===== config.mk =====
export PLATFORM = sky130hd
export DESIGN_NAME = pss_top
export DESIGN_NICKNAME = d
export VERILOG_FILES = /design/src/hdl/pss_pkg.sv /design/src/hdl/pss_top.sv
export VERILOG_INCLUDE_DIRS = /design/src /design/src/hdl
export SDC_FILE = /design/constraint.sdc
export NUM_CORES = 1
export LEC_CHECK = 0
export BUFFER_PORTS_ARGS = -buffer_cell sky130_fd_sc_hd__buf_2
export CORE_MARGIN = 2
export CORE_UTILIZATION = 49
export CTS_BUF_LIST = sky130_fd_sc_hd__clkbuf_8
export DETAILED_ROUTE_END_ITERATION = 10
export PLACE_DENSITY = 0.78
export SKIP_LAST_GASP = 1
export SLEW_MARGIN = 20
export SYNTH_ARGS = -nofsm -noshare
export SYNTH_HDL_FRONTEND = slang
export SYNTH_SLANG_ARGS = --single-unit

===== constraint.sdc =====
create_clock -name pclk -period 3.4 [get_ports pclk]
set_input_delay 0.85 -clock pclk [delete_from_list [all_inputs] [get_ports pclk]]
set_output_delay 0.85 -clock pclk [all_outputs]
set_load 0.02 [all_outputs]

===== src/hdl/pss_cfg.svh =====
`ifndef PSS_CFG_SVH
`define PSS_CFG_SVH
// register indices, byte address is four times the index
`define PSS_IDX_STSEL  6'h07
`define PSS_IDX_ACNT   6'h13
`define PSS_IDX_PRESC  6'h16
`define PSS_IDX_CFG    6'h1C
`define PSS_IDX_STATE  6'h1D
// reset values
`define PSS_RST_STSEL  6'h00
`define PSS_RST_ACNT   6'h00
`define PSS_RST_PRESC  3'h0
`define PSS_RST_DIFF   1'b0
// field positions
`define PSS_STSEL_LSB  2
`define PSS_STSEL_MSB  7
// prescaler codes
`define PSS_PRE_FD1    3'h0
`define PSS_PRE_FD2    3'h1
`define PSS_PRE_DM2    3'h2
`define PSS_PRE_DM4    3'h3
`define PSS_PRE_DM8    3'h4
`define PSS_PRE_DM16   3'h5
`define PSS_PRE_DM32   3'h6
`define PSS_PRE_FD3    3'h7
// status pin select codes
`define PSS_ST_NDIV    6'h01
`define PSS_ST_RDIV    6'h02
`define PSS_ST_ADIV    6'h03
`define PSS_ST_PRESC   6'h04
`define PSS_ST_PFDUP   6'h05
`define PSS_ST_PFDDN   6'h06
`define PSS_ST_FIRST_REFERENCE    6'h21
`define PSS_ST_SECOND_REFERENCE    6'h22
`define PSS_ST_SELREF  6'h23
`define PSS_ST_UNSREF  6'h24
`define PSS_ST_SELOK   6'h25
`define PSS_ST_UNSOK   6'h26
`define PSS_ST_R1FRQ   6'h27
`define PSS_ST_R2FRQ   6'h28
`define PSS_ST_RFAND   6'h29
`define PSS_ST_LKAND   6'h2A
`define PSS_ST_VCO     6'h2B
`define PSS_ST_WHICH   6'h2C
`define PSS_ST_LOCK    6'h2D
`define PSS_ST_HOLD    6'h2E
`endif


===== src/hdl/pss_pkg.sv =====
package pss_pkg;
  typedef logic [2:0] pss_pcode_t;
  typedef logic [5:0] pss_mod_t;
  typedef logic [5:0] pss_ssel_t;
  typedef logic [5:0] pss_idx_t;
endpackage


===== src/hdl/pss_top.sv =====
`timescale 1ns/1ps
`include "pss_cfg.svh"
// Summary of operation
// - code 010 divides 2/3, 2 if A zero
// - code 011 divides 4/5, 4 if A zero
// - code 100 divides 8/9, 8 if A zero
// - code 101 divides 16/17, 16 if zero
// - code 110 divides 32/33, 32 if zero
// - codes 1..6 route divider and detector signals
// - other low codes drive status low
// - high codes mirror monitor set, 100000 and 101111 up low
// - 100001 first or differential reference
// - 100010 second reference, void if differential
// - 100011 used reference, 100100 unused one
// - 100101 selected reference status, high
// - 100110 unselected reference status, high
// - 100111/101000 reference frequency flags
// - 101001 AND of both frequency flags
// - 101010 lock AND selected AND vco
// - 101011 vco frequency status flag
// - 101100 low first, high second reference
// - 101101 digital lock flag, active high
// - 101110 high while holdover active
// - swallow count is six bits
module pss_top (
  input  wire logic        pclk,
  input  wire logic        presetn,
  input  wire logic        ce,
  input  wire logic        psel,
  input  wire logic        penable,
  input  wire logic        pwrite,
  input  wire logic [7:0]  paddr,
  input  wire logic [31:0] pwdata,
  output logic      [31:0] prdata,
  output logic             pready,
  output logic             pslverr,
  input  wire logic        presc_tick,
  input  wire logic        fb_div_out,
  input  wire logic        ref_div_out,
  input  wire logic        pfd_up,
  input  wire logic        pfd_down,
  input  wire logic        first_reference,
  input  wire logic        second_reference,
  input  wire logic        diff_reference,
  input  wire logic        second_selected,
  input  wire logic        sel_ref_ok,
  input  wire logic        unsel_ref_ok,
  input  wire logic        first_reference_freq_ok,
  input  wire logic        second_reference_freq_ok,
  input  wire logic        vco_freq_ok,
  input  wire logic        digital_lock_flag,
  input  wire logic        holdover_active,
  output logic             status_pin,
  output logic             presc_out,
  output logic             swallow_out
);

  // ****************************************
  // declarations
  // ****************************************
  pss_pkg::pss_ssel_t  sel_ff;
  pss_pkg::pss_mod_t   acnt_ff;
  pss_pkg::pss_pcode_t pcode_ff;
  logic                diff_ff;
  pss_pkg::pss_mod_t   cnt_ff;
  pss_pkg::pss_mod_t   swc_ff;
  pss_pkg::pss_mod_t   base_w;
  pss_pkg::pss_mod_t   mod_w;
  logic                dm_w;
  logic                last_w;
  logic                step_w;
  logic                presc_ff;
  logic                swo_ff;
  logic                status_ff;
  logic                nxt_status;
  logic [31:0]         prdata_ff;
  logic [31:0]         nxt_prdata;
  logic                perr_ff;
  logic                nxt_perr;
  logic                wr_w;
  logic [2:0]          ref_raw;
  logic [2:0]          ref_s1_ff;
  logic [2:0]          ref_s2_ff;

  // ****************************************
  // decode helpers
  // ****************************************
  function automatic logic hit(input logic [7:0] a, input pss_pkg::pss_idx_t idx);
    hit = (a[1:0] == 2'h0) && (a[7:2] == idx);
  endfunction

  function automatic pss_pkg::pss_mod_t base_mod(input pss_pkg::pss_pcode_t c);
    case (c)
      `PSS_PRE_FD1:  base_mod = 6'h01;
      `PSS_PRE_FD2:  base_mod = 6'h02;
      `PSS_PRE_DM2:  base_mod = 6'h02;
      `PSS_PRE_DM4:  base_mod = 6'h04;
      `PSS_PRE_DM8:  base_mod = 6'h08;
      `PSS_PRE_DM16: base_mod = 6'h10;
      `PSS_PRE_DM32: base_mod = 6'h20;
      default:       base_mod = 6'h03;
    endcase
  endfunction

  // ****************************************
  // reference clock synchronisers
  // ****************************************
  assign ref_raw = {diff_reference, second_reference, first_reference};

  genvar gi;
  generate
    for (gi = 0; gi < 3; gi++) begin : g_sync
      always_ff @(posedge pclk or negedge presetn) begin
        if (!presetn) begin
          ref_s1_ff[gi] <= 1'b0;
          ref_s2_ff[gi] <= 1'b0;
        end else if (ce) begin
          ref_s1_ff[gi] <= ref_raw[gi];
          ref_s2_ff[gi] <= ref_s1_ff[gi];
        end
      end
    end
  endgenerate

  // ****************************************
  // apb slave
  // ****************************************
  assign pready  = ce;
  assign prdata  = prdata_ff;
  assign pslverr = perr_ff;
  assign wr_w    = ce && psel && penable && pwrite && !perr_ff;

  always_comb begin
    nxt_prdata = 32'h0000_0000;
    nxt_perr   = 1'b0;
    if (hit(paddr, `PSS_IDX_STSEL)) begin
      nxt_prdata[`PSS_STSEL_MSB:`PSS_STSEL_LSB] = sel_ff;
    end else if (hit(paddr, `PSS_IDX_ACNT)) begin
      nxt_prdata[5:0] = acnt_ff;
    end else if (hit(paddr, `PSS_IDX_PRESC)) begin
      nxt_prdata[2:0] = pcode_ff;
    end else if (hit(paddr, `PSS_IDX_CFG)) begin
      nxt_prdata[0] = diff_ff;
    end else if (hit(paddr, `PSS_IDX_STATE)) begin
      nxt_prdata = {10'h000, mod_w, 2'h0, swc_ff, 6'h00, presc_ff, status_ff};
    end else begin
      nxt_perr = 1'b1;
    end
  end

  // response captured in the setup cycle
  always_ff @(posedge pclk or negedge presetn) begin
    if (!presetn) begin
      prdata_ff <= 32'h0000_0000;
      perr_ff   <= 1'b0;
    end else if (ce && psel && !penable) begin
      prdata_ff <= nxt_prdata;
      perr_ff   <= nxt_perr;
    end
  end

  always_ff @(posedge pclk or negedge presetn) begin
    if (!presetn) begin
      sel_ff   <= `PSS_RST_STSEL;
      acnt_ff  <= `PSS_RST_ACNT;
      pcode_ff <= `PSS_RST_PRESC;
      diff_ff  <= `PSS_RST_DIFF;
    end else if (wr_w) begin
      if (hit(paddr, `PSS_IDX_STSEL)) begin
        sel_ff <= pwdata[`PSS_STSEL_MSB:`PSS_STSEL_LSB];
      end else if (hit(paddr, `PSS_IDX_ACNT)) begin
        acnt_ff <= pwdata[5:0];
      end else if (hit(paddr, `PSS_IDX_PRESC)) begin
        pcode_ff <= pwdata[2:0];
      end else if (hit(paddr, `PSS_IDX_CFG)) begin
        diff_ff <= pwdata[0];
      end
    end
  end

  // ****************************************
  // prescaler
  // ****************************************
  assign base_w = base_mod(pcode_ff);
  assign dm_w   = (pcode_ff != `PSS_PRE_FD1) && (pcode_ff != `PSS_PRE_FD2) &&
                  (pcode_ff != `PSS_PRE_FD3);
  // dual modulus: A periods of base+1, then one of base
  assign mod_w  = (dm_w && (acnt_ff != 6'h00) && (swc_ff < acnt_ff)) ?
                  base_w + 6'h01 : base_w;
  // >= keeps a shrunk modulus from running away
  assign last_w = cnt_ff >= (mod_w - 6'h01);
  assign step_w = ce && presc_tick;

  always_ff @(posedge pclk or negedge presetn) begin
    if (!presetn) begin
      cnt_ff <= 6'h00;
    end else if (step_w) begin
      cnt_ff <= last_w ? 6'h00 : cnt_ff + 6'h01;
    end
  end

  always_ff @(posedge pclk or negedge presetn) begin
    if (!presetn) begin
      swc_ff <= 6'h00;
    end else if (step_w && last_w) begin
      if (!dm_w || swc_ff >= acnt_ff) begin
        swc_ff <= 6'h00;
      end else begin
        swc_ff <= swc_ff + 6'h01;
      end
    end
  end

  always_ff @(posedge pclk or negedge presetn) begin
    if (!presetn) begin
      presc_ff <= 1'b0;
      swo_ff   <= 1'b0;
    end else if (ce) begin
      presc_ff <= presc_tick && last_w;
      swo_ff   <= presc_tick && last_w && dm_w && (acnt_ff != 6'h00) &&
                  (swc_ff >= acnt_ff);
    end
  end

  assign presc_out   = presc_ff;
  assign swallow_out = swo_ff;

  // ****************************************
  // status pin select
  // ****************************************
  // divider and detector codes follow the live signal, reference codes the synchronised copy, level codes the flag
  always_comb begin
    nxt_status = 1'b0;
    case (sel_ff)
      `PSS_ST_NDIV:   nxt_status = fb_div_out;
      `PSS_ST_RDIV:   nxt_status = ref_div_out;
      `PSS_ST_ADIV:   nxt_status = swo_ff;
      `PSS_ST_PRESC:  nxt_status = presc_ff;
      `PSS_ST_PFDUP:  nxt_status = pfd_up;
      `PSS_ST_PFDDN:  nxt_status = pfd_down;
      `PSS_ST_FIRST_REFERENCE:   nxt_status = diff_ff ? ref_s2_ff[2] : ref_s2_ff[0];
      `PSS_ST_SECOND_REFERENCE:   nxt_status = !diff_ff && ref_s2_ff[1];
      `PSS_ST_SELREF: begin
        nxt_status = diff_ff ? ref_s2_ff[2] :
                     (second_selected ? ref_s2_ff[1] : ref_s2_ff[0]);
      end
      `PSS_ST_UNSREF: begin
        nxt_status = !diff_ff &&
                     (second_selected ? ref_s2_ff[0] : ref_s2_ff[1]);
      end
      `PSS_ST_SELOK:  nxt_status = sel_ref_ok;
      `PSS_ST_UNSOK:  nxt_status = !diff_ff && unsel_ref_ok;
      `PSS_ST_R1FRQ:  nxt_status = first_reference_freq_ok;
      `PSS_ST_R2FRQ:  nxt_status = second_reference_freq_ok;
      `PSS_ST_RFAND:  nxt_status = first_reference_freq_ok && second_reference_freq_ok;
      `PSS_ST_LKAND:  nxt_status = digital_lock_flag && sel_ref_ok && vco_freq_ok;
      `PSS_ST_VCO:    nxt_status = vco_freq_ok;
      `PSS_ST_WHICH:  nxt_status = second_selected;
      `PSS_ST_LOCK:   nxt_status = digital_lock_flag;
      `PSS_ST_HOLD:   nxt_status = holdover_active;
      default:        nxt_status = 1'b0;
    endcase
  end

  always_ff @(posedge pclk or negedge presetn) begin
    if (!presetn) begin
      status_ff <= 1'b0;
    end else if (ce) begin
      status_ff <= nxt_status;
    end
  end

  assign status_pin = status_ff;

  // ****************************************
  // checks
  // ****************************************
  chk_fd_ratio: assert property (@(posedge pclk) disable iff (!presetn)
    !dm_w |-> mod_w == ((pcode_ff == `PSS_PRE_FD1) ? 6'h01 :
                        (pcode_ff == `PSS_PRE_FD2) ? 6'h02 : 6'h03))
    else $error("fixed divide ratio wrong");
  chk_dm_two: assert property (@(posedge pclk) disable iff (!presetn)
    pcode_ff == `PSS_PRE_DM2 |->
      mod_w == ((acnt_ff != 6'h00 && swc_ff < acnt_ff) ? 6'h03 : 6'h02))
    else $error("divide 2/3 wrong");
  chk_dm_four: assert property (@(posedge pclk) disable iff (!presetn)
    pcode_ff == `PSS_PRE_DM4 |->
      mod_w == ((acnt_ff != 6'h00 && swc_ff < acnt_ff) ? 6'h05 : 6'h04))
    else $error("divide 4/5 wrong");
  chk_dm_eight: assert property (@(posedge pclk) disable iff (!presetn)
    pcode_ff == `PSS_PRE_DM8 |->
      mod_w == ((acnt_ff != 6'h00 && swc_ff < acnt_ff) ? 6'h09 : 6'h08))
    else $error("divide 8/9 wrong");
  chk_dm_sixteen: assert property (@(posedge pclk) disable iff (!presetn)
    pcode_ff == `PSS_PRE_DM16 |->
      mod_w == ((acnt_ff != 6'h00 && swc_ff < acnt_ff) ? 6'h11 : 6'h10))
    else $error("divide 16/17 wrong");
  chk_dm_thirtytwo: assert property (@(posedge pclk) disable iff (!presetn)
    pcode_ff == `PSS_PRE_DM32 |->
      mod_w == ((acnt_ff != 6'h00 && swc_ff < acnt_ff) ? 6'h21 : 6'h20))
    else $error("divide 32/33 wrong");
  chk_swallow_wrap: assert property (@(posedge pclk) disable iff (!presetn)
    step_w && last_w && swc_ff >= acnt_ff |=> swc_ff == 6'h00)
    else $error("swallow count did not wrap");
  chk_st_fbdiv: assert property (@(posedge pclk) disable iff (!presetn)
    ce && sel_ff == `PSS_ST_NDIV |=> status_ff == $past(fb_div_out))
    else $error("status not feedback divider");
  chk_st_ground: assert property (@(posedge pclk) disable iff (!presetn)
    ce && !sel_ff[5] && (sel_ff == 6'h00 || sel_ff > `PSS_ST_PFDDN) |=> !status_ff)
    else $error("status not grounded");
  chk_st_first_reference: assert property (@(posedge pclk) disable iff (!presetn)
    ce && sel_ff == `PSS_ST_FIRST_REFERENCE |=>
      status_ff == $past(diff_ff ? ref_s2_ff[2] : ref_s2_ff[0]))
    else $error("status not first reference");
  chk_st_lockand: assert property (@(posedge pclk) disable iff (!presetn)
    ce && sel_ff == `PSS_ST_LKAND |=>
      status_ff == $past(digital_lock_flag && sel_ref_ok && vco_freq_ok))
    else $error("lock AND wrong");
  chk_st_which: assert property (@(posedge pclk) disable iff (!presetn)
    ce && sel_ff == `PSS_ST_WHICH |=> status_ff == $past(second_selected))
    else $error("reference in use wrong");
  chk_st_hold: assert property (@(posedge pclk) disable iff (!presetn)
    ce && sel_ff == `PSS_ST_HOLD |=> status_ff == $past(holdover_active))
    else $error("holdover flag wrong");

endmodule


# Word level (Yosys, flattened, before mapping)
# Cells that the tools add are included.
# Widths: inputs -> output; s select.
[classes]
n_addsub = 4
n_mul = 0
div = 0
order_cmp = 3
n_eq_ne = 33
shifts = 0
muxes = 28
bitwise_logic = 3
n_reduce_logical = 40
[ops]
columns = ["cell", "count"]
rows = [
  ["$mux 32", 4],
  ["$eq 6x6->1 const B", 14],
  ["$pmux 6 s6", 1],
  ["$mux 31", 1],
  ["$mux 6", 5],
  ["$mux 29", 1],
  ["$logic_and 1x1->1", 26],
  ["$mux 26", 1],
  ["$eq 6x3->1 const B", 4],
  ["$eq 6x5->1 const B", 4],
  ["$mux 24", 1],
  ["$mux 22", 1],
  ["$pmux 1 s20", 1],
  ["$add 6x1->6 const B", 3],
  ["$eq 6x2->1 const B", 2],
  ["$ge 6x6->1", 2],
  ["$mux 1", 10],
  ["$eq 3x3->1 const B", 3],
  ["$eq 3x2->1 const B", 2],
  ["$eq 6x1->1 const B", 1],
  ["$lt 6x6->1", 1],
  ["$reduce_bool 6->1", 1],
  ["$sub 6x1->6 const B", 1],
  ["$reduce_and 5->1", 1],
  ["15 further kinds", 20],
]
[word_totals]
regBits = 70
latch_bits = 0
ramBits = 0
rom_bits = 0
input_bits = 62
out_inout_bits = 37
word_cells = 128
mem_count = 0

# Longest topological paths before layout
[logic_depth]
word_depth = 15
ltp_mapped = 16

# Worst setup path after synthesis
# No wires, ideal clock.
[synth_timing]
path_type = "register to register"
start = "reg acnt_ff[5]"
end = "reg swc_ff[0]"
t_arrival_ns = 3.297
required_ns = 3.317
slack_ns = 0.020
path_stages_with_launch = 17
path_buffers = 1
period_less_slack_ns = 3.380
cell_sequence = "dfrtp_1 > inv_1 > ha_1 > a21oi_1 > o21a_2 > and3_1 > buf_2 > mux2i_1 > ha_1 > o21ai_0 > a21oi_1 > a22oi_1 > ha_1 > o21ai_1 > o21ai_4 > or4b_4 > mux2i_2"
[synth_between]
elab_chain_cells = 7
word_cells_on_any_way = 11
cone_classes = "add/sub (1); order compare (3); mux (2); reduce/logical (5)"
[synth_rtl]
columns = ["element", "line_no", "text"]
rows = [
  ["start, declared", "pss_top.sv:62", "pss_pkg::pss_mod_t acnt_ff;"],
  ["start signal, assigned", "pss_top.sv:165", "acnt_ff <= `PSS_RST_ACNT;"],
  ["start signal, assigned", "pss_top.sv:172", "acnt_ff <= pwdata[5:0];"],
  ["parallel branches: the longest is 7 deep, another holds $lt 6x6->1", "--", ""],
  ["end signal, assigned", "pss_top.sv:209", "swc_ff <= swc_ff + 6'h01;"],
  ["end, declared", "pss_top.sv:66", "pss_pkg::pss_mod_t swc_ff;"],
]
# Several ways; the timed one is not identified.
# A chain may end at the register's enable or synchronous reset.

# Worst setup path in the final report
[layout_timing]
start = "reg acnt_ff[3]"
end = "reg swc_ff[1]"
# Same word-level chain as after synthesis.

==> impl_metrics.json <==
{
  "status": "complete, no violations",
  "overflow": 0,
  "synthDistinctLibCells": 72,
  "yosysTopAreaCell": "dfrtp_1",
  "root_buffer": "clkbuf_8",
  "slew_violations": 0,
  "grt_pass1_wl_mm": 13.87,
  "die_h_um": 90.04,
  "synthesis.area_um2": 3627,
  "via_per_inst": 5.558,
  "max_slew_margin_pct": 57.08,
  "drive_gt1_share_pct": 42.95,
  "worst_pin_slew_ps": 643.7,
  "period_needed_ps": 3352,
  "p_sw_uw": 426.0,
  "hold_path.class": "reg -> reg",
  "grt_setup_unrepaired": "yes",
  "synthTopCellsByArea": "dfrtp_1, mux2_2, ha_1, buf_4, nor2_1",
  "nFillCells": 591,
  "grt_max_degree": 30,
  "clk_pin_slew_ps": 70,
  "vias": 2996,
  "fin_crit_sh_pct": 98.59,
  "cp.arrival_ps": 3590,
  "synth_ff_type": "dfrtp_1",
  "first_global_vias": 2885,
  "io_pins": 99,
  "worstSetupPathType": "reg -> reg",
  "num_rows": 31,
  "p_comb_share_pct": 12.2,
  "insertion_delay_ps": 360,
  "portBuffers": 62,
  "multi_input_area_um2": 2116,
  "worstPathMaxFanout": 4,
  "ir_worst_vdd_mv": 0.1954,
  "async_flop_share_pct": 100.0,
  "first_iter_violations": 168,
  "diodes": 0,
  "dp_slack_ps": -34.39,
  "die_x_um": 90.04,
  "antenna_found_initial": 0,
  "firstDrtPassIters": 4,
  "final_area_um2": 4509,
  "dieArea_um2": 8106,
  "hold_buffers": 0,
  "timing.hold.ws_ps": 483.1,
  "setup_ws_ps": 48.01,
  "postSynthCellCount": 344,
  "wl_mm": 8.491,
  "maxCapViolCount": 0,
  "wl_per_cell_um": 15.75,
  "fmax_mhz": 298.3,
  "p_leak_uw": 0.002075,
  "cts_max_path_buffers": 2,
  "dpl_cell_area_um2": 4125,
  "cts_tree": "yes",
  "required_ps": 3640,
  "p_total_uw": 1499,
  "ys_ff_latch": 58,
  "seqPwrFrac_pct": 48.8,
  "synth_seq_area_share_pct": 40.01,
  "intPower_uw": 1073,
  "synth_edf_count": 0,
  "track_usage_pct": 21.28,
  "clock_skew_ps": 9.379,
  "drc": 0,
  "htree_num_levels": 3,
  "power.density_nw_per_um2": 332.5,
  "hold_start": "prdata[6]",
  "crit-reg2reg-launch": "acnt_ff[3]",
  "fin_tns_setup_ps": 0,
  "cts_made_buffers": 9,
  "start_kind": "flip-flop",
  "areaGrowthSynthToFinish_pct": 24.32,
  "clock-sinks": 58,
  "clkPwrFrac_pct": 39.0,
  "dp_hpwl_mm": 6.189,
  "nets": 513,
  "yosys_warnings": 0,
  "seq_area_um2": 1453,
  "antenna_left": 0,
  "startpoint": "acnt_ff[3]",
  "finalHoldViolations": 0,
  "core_area_um2": 7214,
  "start_util_pct": 50.28,
  "setup-violations-final": 0,
  "avgSynthCellArea_um2": 10.54,
  "netSwitchingFraction_pct": 28.41,
  "place_congestion": 0.8586,
  "yosysTopAreaCellShare_pct": 40.01,
  "cp-end-kind": "flip-flop"
}
## metrics by stage
step | std cells | util [%]
5_1_grt | 539 | 62.50
3_3_place_gp | 514 | 57.18
3_5_place_dp | 514 | 57.18
4_1_cts | 533 | 60.18
2_1_floorplan | 355 | -
6_report | 539 | 62.50
## worst paths after layout
kind	cells past startpoint	slack, ps	to
max	15	50	swc_ff[1]
min	2	480	prdata[6]
max reg2reg	15	50	swc_ff[1]
min reg2reg	2	480	prdata[6]
max in group asynchronous	2	2220	sel_ff[4]
min in group asynchronous	1	510	acnt_ff[1]
## layout make-up
type / instances / share of cell area [%]
clock inverters: 6 / 0.9434
well taps: 99 / 2.747
inverters: 16 / 1.332
clock buffers: 10 / 3.052
repair buffers: 97 / 12.79
multi-input cells: 253 / 46.92
flip-flops and latches: 58 / 32.21
## synthesized netlist by cell type, drive strengths merged, types with 3 or more instances
master / count
o21ai: 18
nand2b: 9
clkbuf: 6
inv: 16
nor4: 5
o211ai: 7
mux2i: 6
nand3: 8
dfrtp: 58
a221oi: 5
nor3: 3
nor4b: 4
xnor2: 3
and2: 3
a21oi: 8
buf: 22
nand2: 23
ha: 16
mux2: 27
nor2: 30
o2bb2ai: 4
a21o: 3
and3: 8
a2111oi: 4
a22o: 10
nor2b: 5
## critical path, cell delays in order (launching register included)
cell	delay (ps)
dfrtp_1	430
inv_2	70
ha_4	270
nand4_1	120
o21bai_4	210
and3_4	210
mux2i_4	200
ha_4	190
xnor2_1	200
ha_2	300
o21a_1	180
o21ai_2	190
o21ai_4	80
buf_4	140
and2_4	150
mux2_1	310
## routing by layer
| metal | vias to the layer above | GRT usage (%) | share of wire [%] |
|---|---|---|---|
| met2 | 95 | 33.96 | 48 |
| met3 | 17 | 5.700 | 5.3 |
| met5 | - | 0 | 0 |
| li1 | 1425 | - | - |
| met4 | 0 | 7.949 | 2.2 |
| met1 | 1459 | 27.86 | 45 |
## flip-flops by register name (all words and copies together), names as in the netlist
signal / cells
acnt_ff: 6
ref_s2_ff: 3
swallow_out: 1
diff_ff: 1
prdata: 20
pcode_ff: 3
cnt_ff: 6
presc_out: 1
swc_ff: 6
pslverr: 1
sel_ff: 6
status_pin: 1
ref_s1_ff: 3
## cells in the final DEF (no fill, tap or decap), types with 5 or more instances in the layout
| cell | n |
|---|---|
| buf_2 | 62 |
| clkbuf_8 | 10 |
| nor2_1 | 24 |
| buf_4 | 34 |
| nor2b_1 | 5 |
| nand3_1 | 7 |
| o211ai_1 | 6 |
| nand2b_1 | 8 |
| mux2_2 | 20 |
| a21oi_1 | 6 |
| o21ai_0 | 10 |
| inv_1 | 12 |
| and3_1 | 6 |
| conb_1 | 12 |
| nand2_1 | 23 |
| a221oi_1 | 5 |
| dfrtp_1 | 57 |
| a22o_1 | 10 |
| ha_1 | 10 |
## power groups by stage
stage	Clock (µW)	Sequential, µW	Combinational [µW]
after floorplan	0	756	96.7
after global placement	0	744	174
after detailed placement	0	744	179
after CTS	593	731	180
after global routing	628	734	201
final	584	732	184
## what timing repair did
action                                  CTS  global route
endpoints found under the setup margin   10            14
gates cloned                              0             0
gates resized for setup                   5            25
setup buffers                             3             6
pin swaps                                 1            13
## cells by family (layout without fill, tap and decap cells)
| logic type | after synthesis | after routing | synth area share (%) |
|---|---|---|---|
| buf+inv | 44 | 129 | 6.416 |
| other cells | 1 | 12 | 0.1034 |
| flops | 58 | 58 | 40.01 |
| fa+ha+maj | 16 | 16 | 5.519 |
| xor+xnor | 5 | 5 | 1.208 |
| simple gates | 110 | 110 | 18.18 |
| mux | 34 | 34 | 11.07 |
| compound gates | 76 | 76 | 17.49 |
Note: power is estimated with default switching activity, not from simulation.
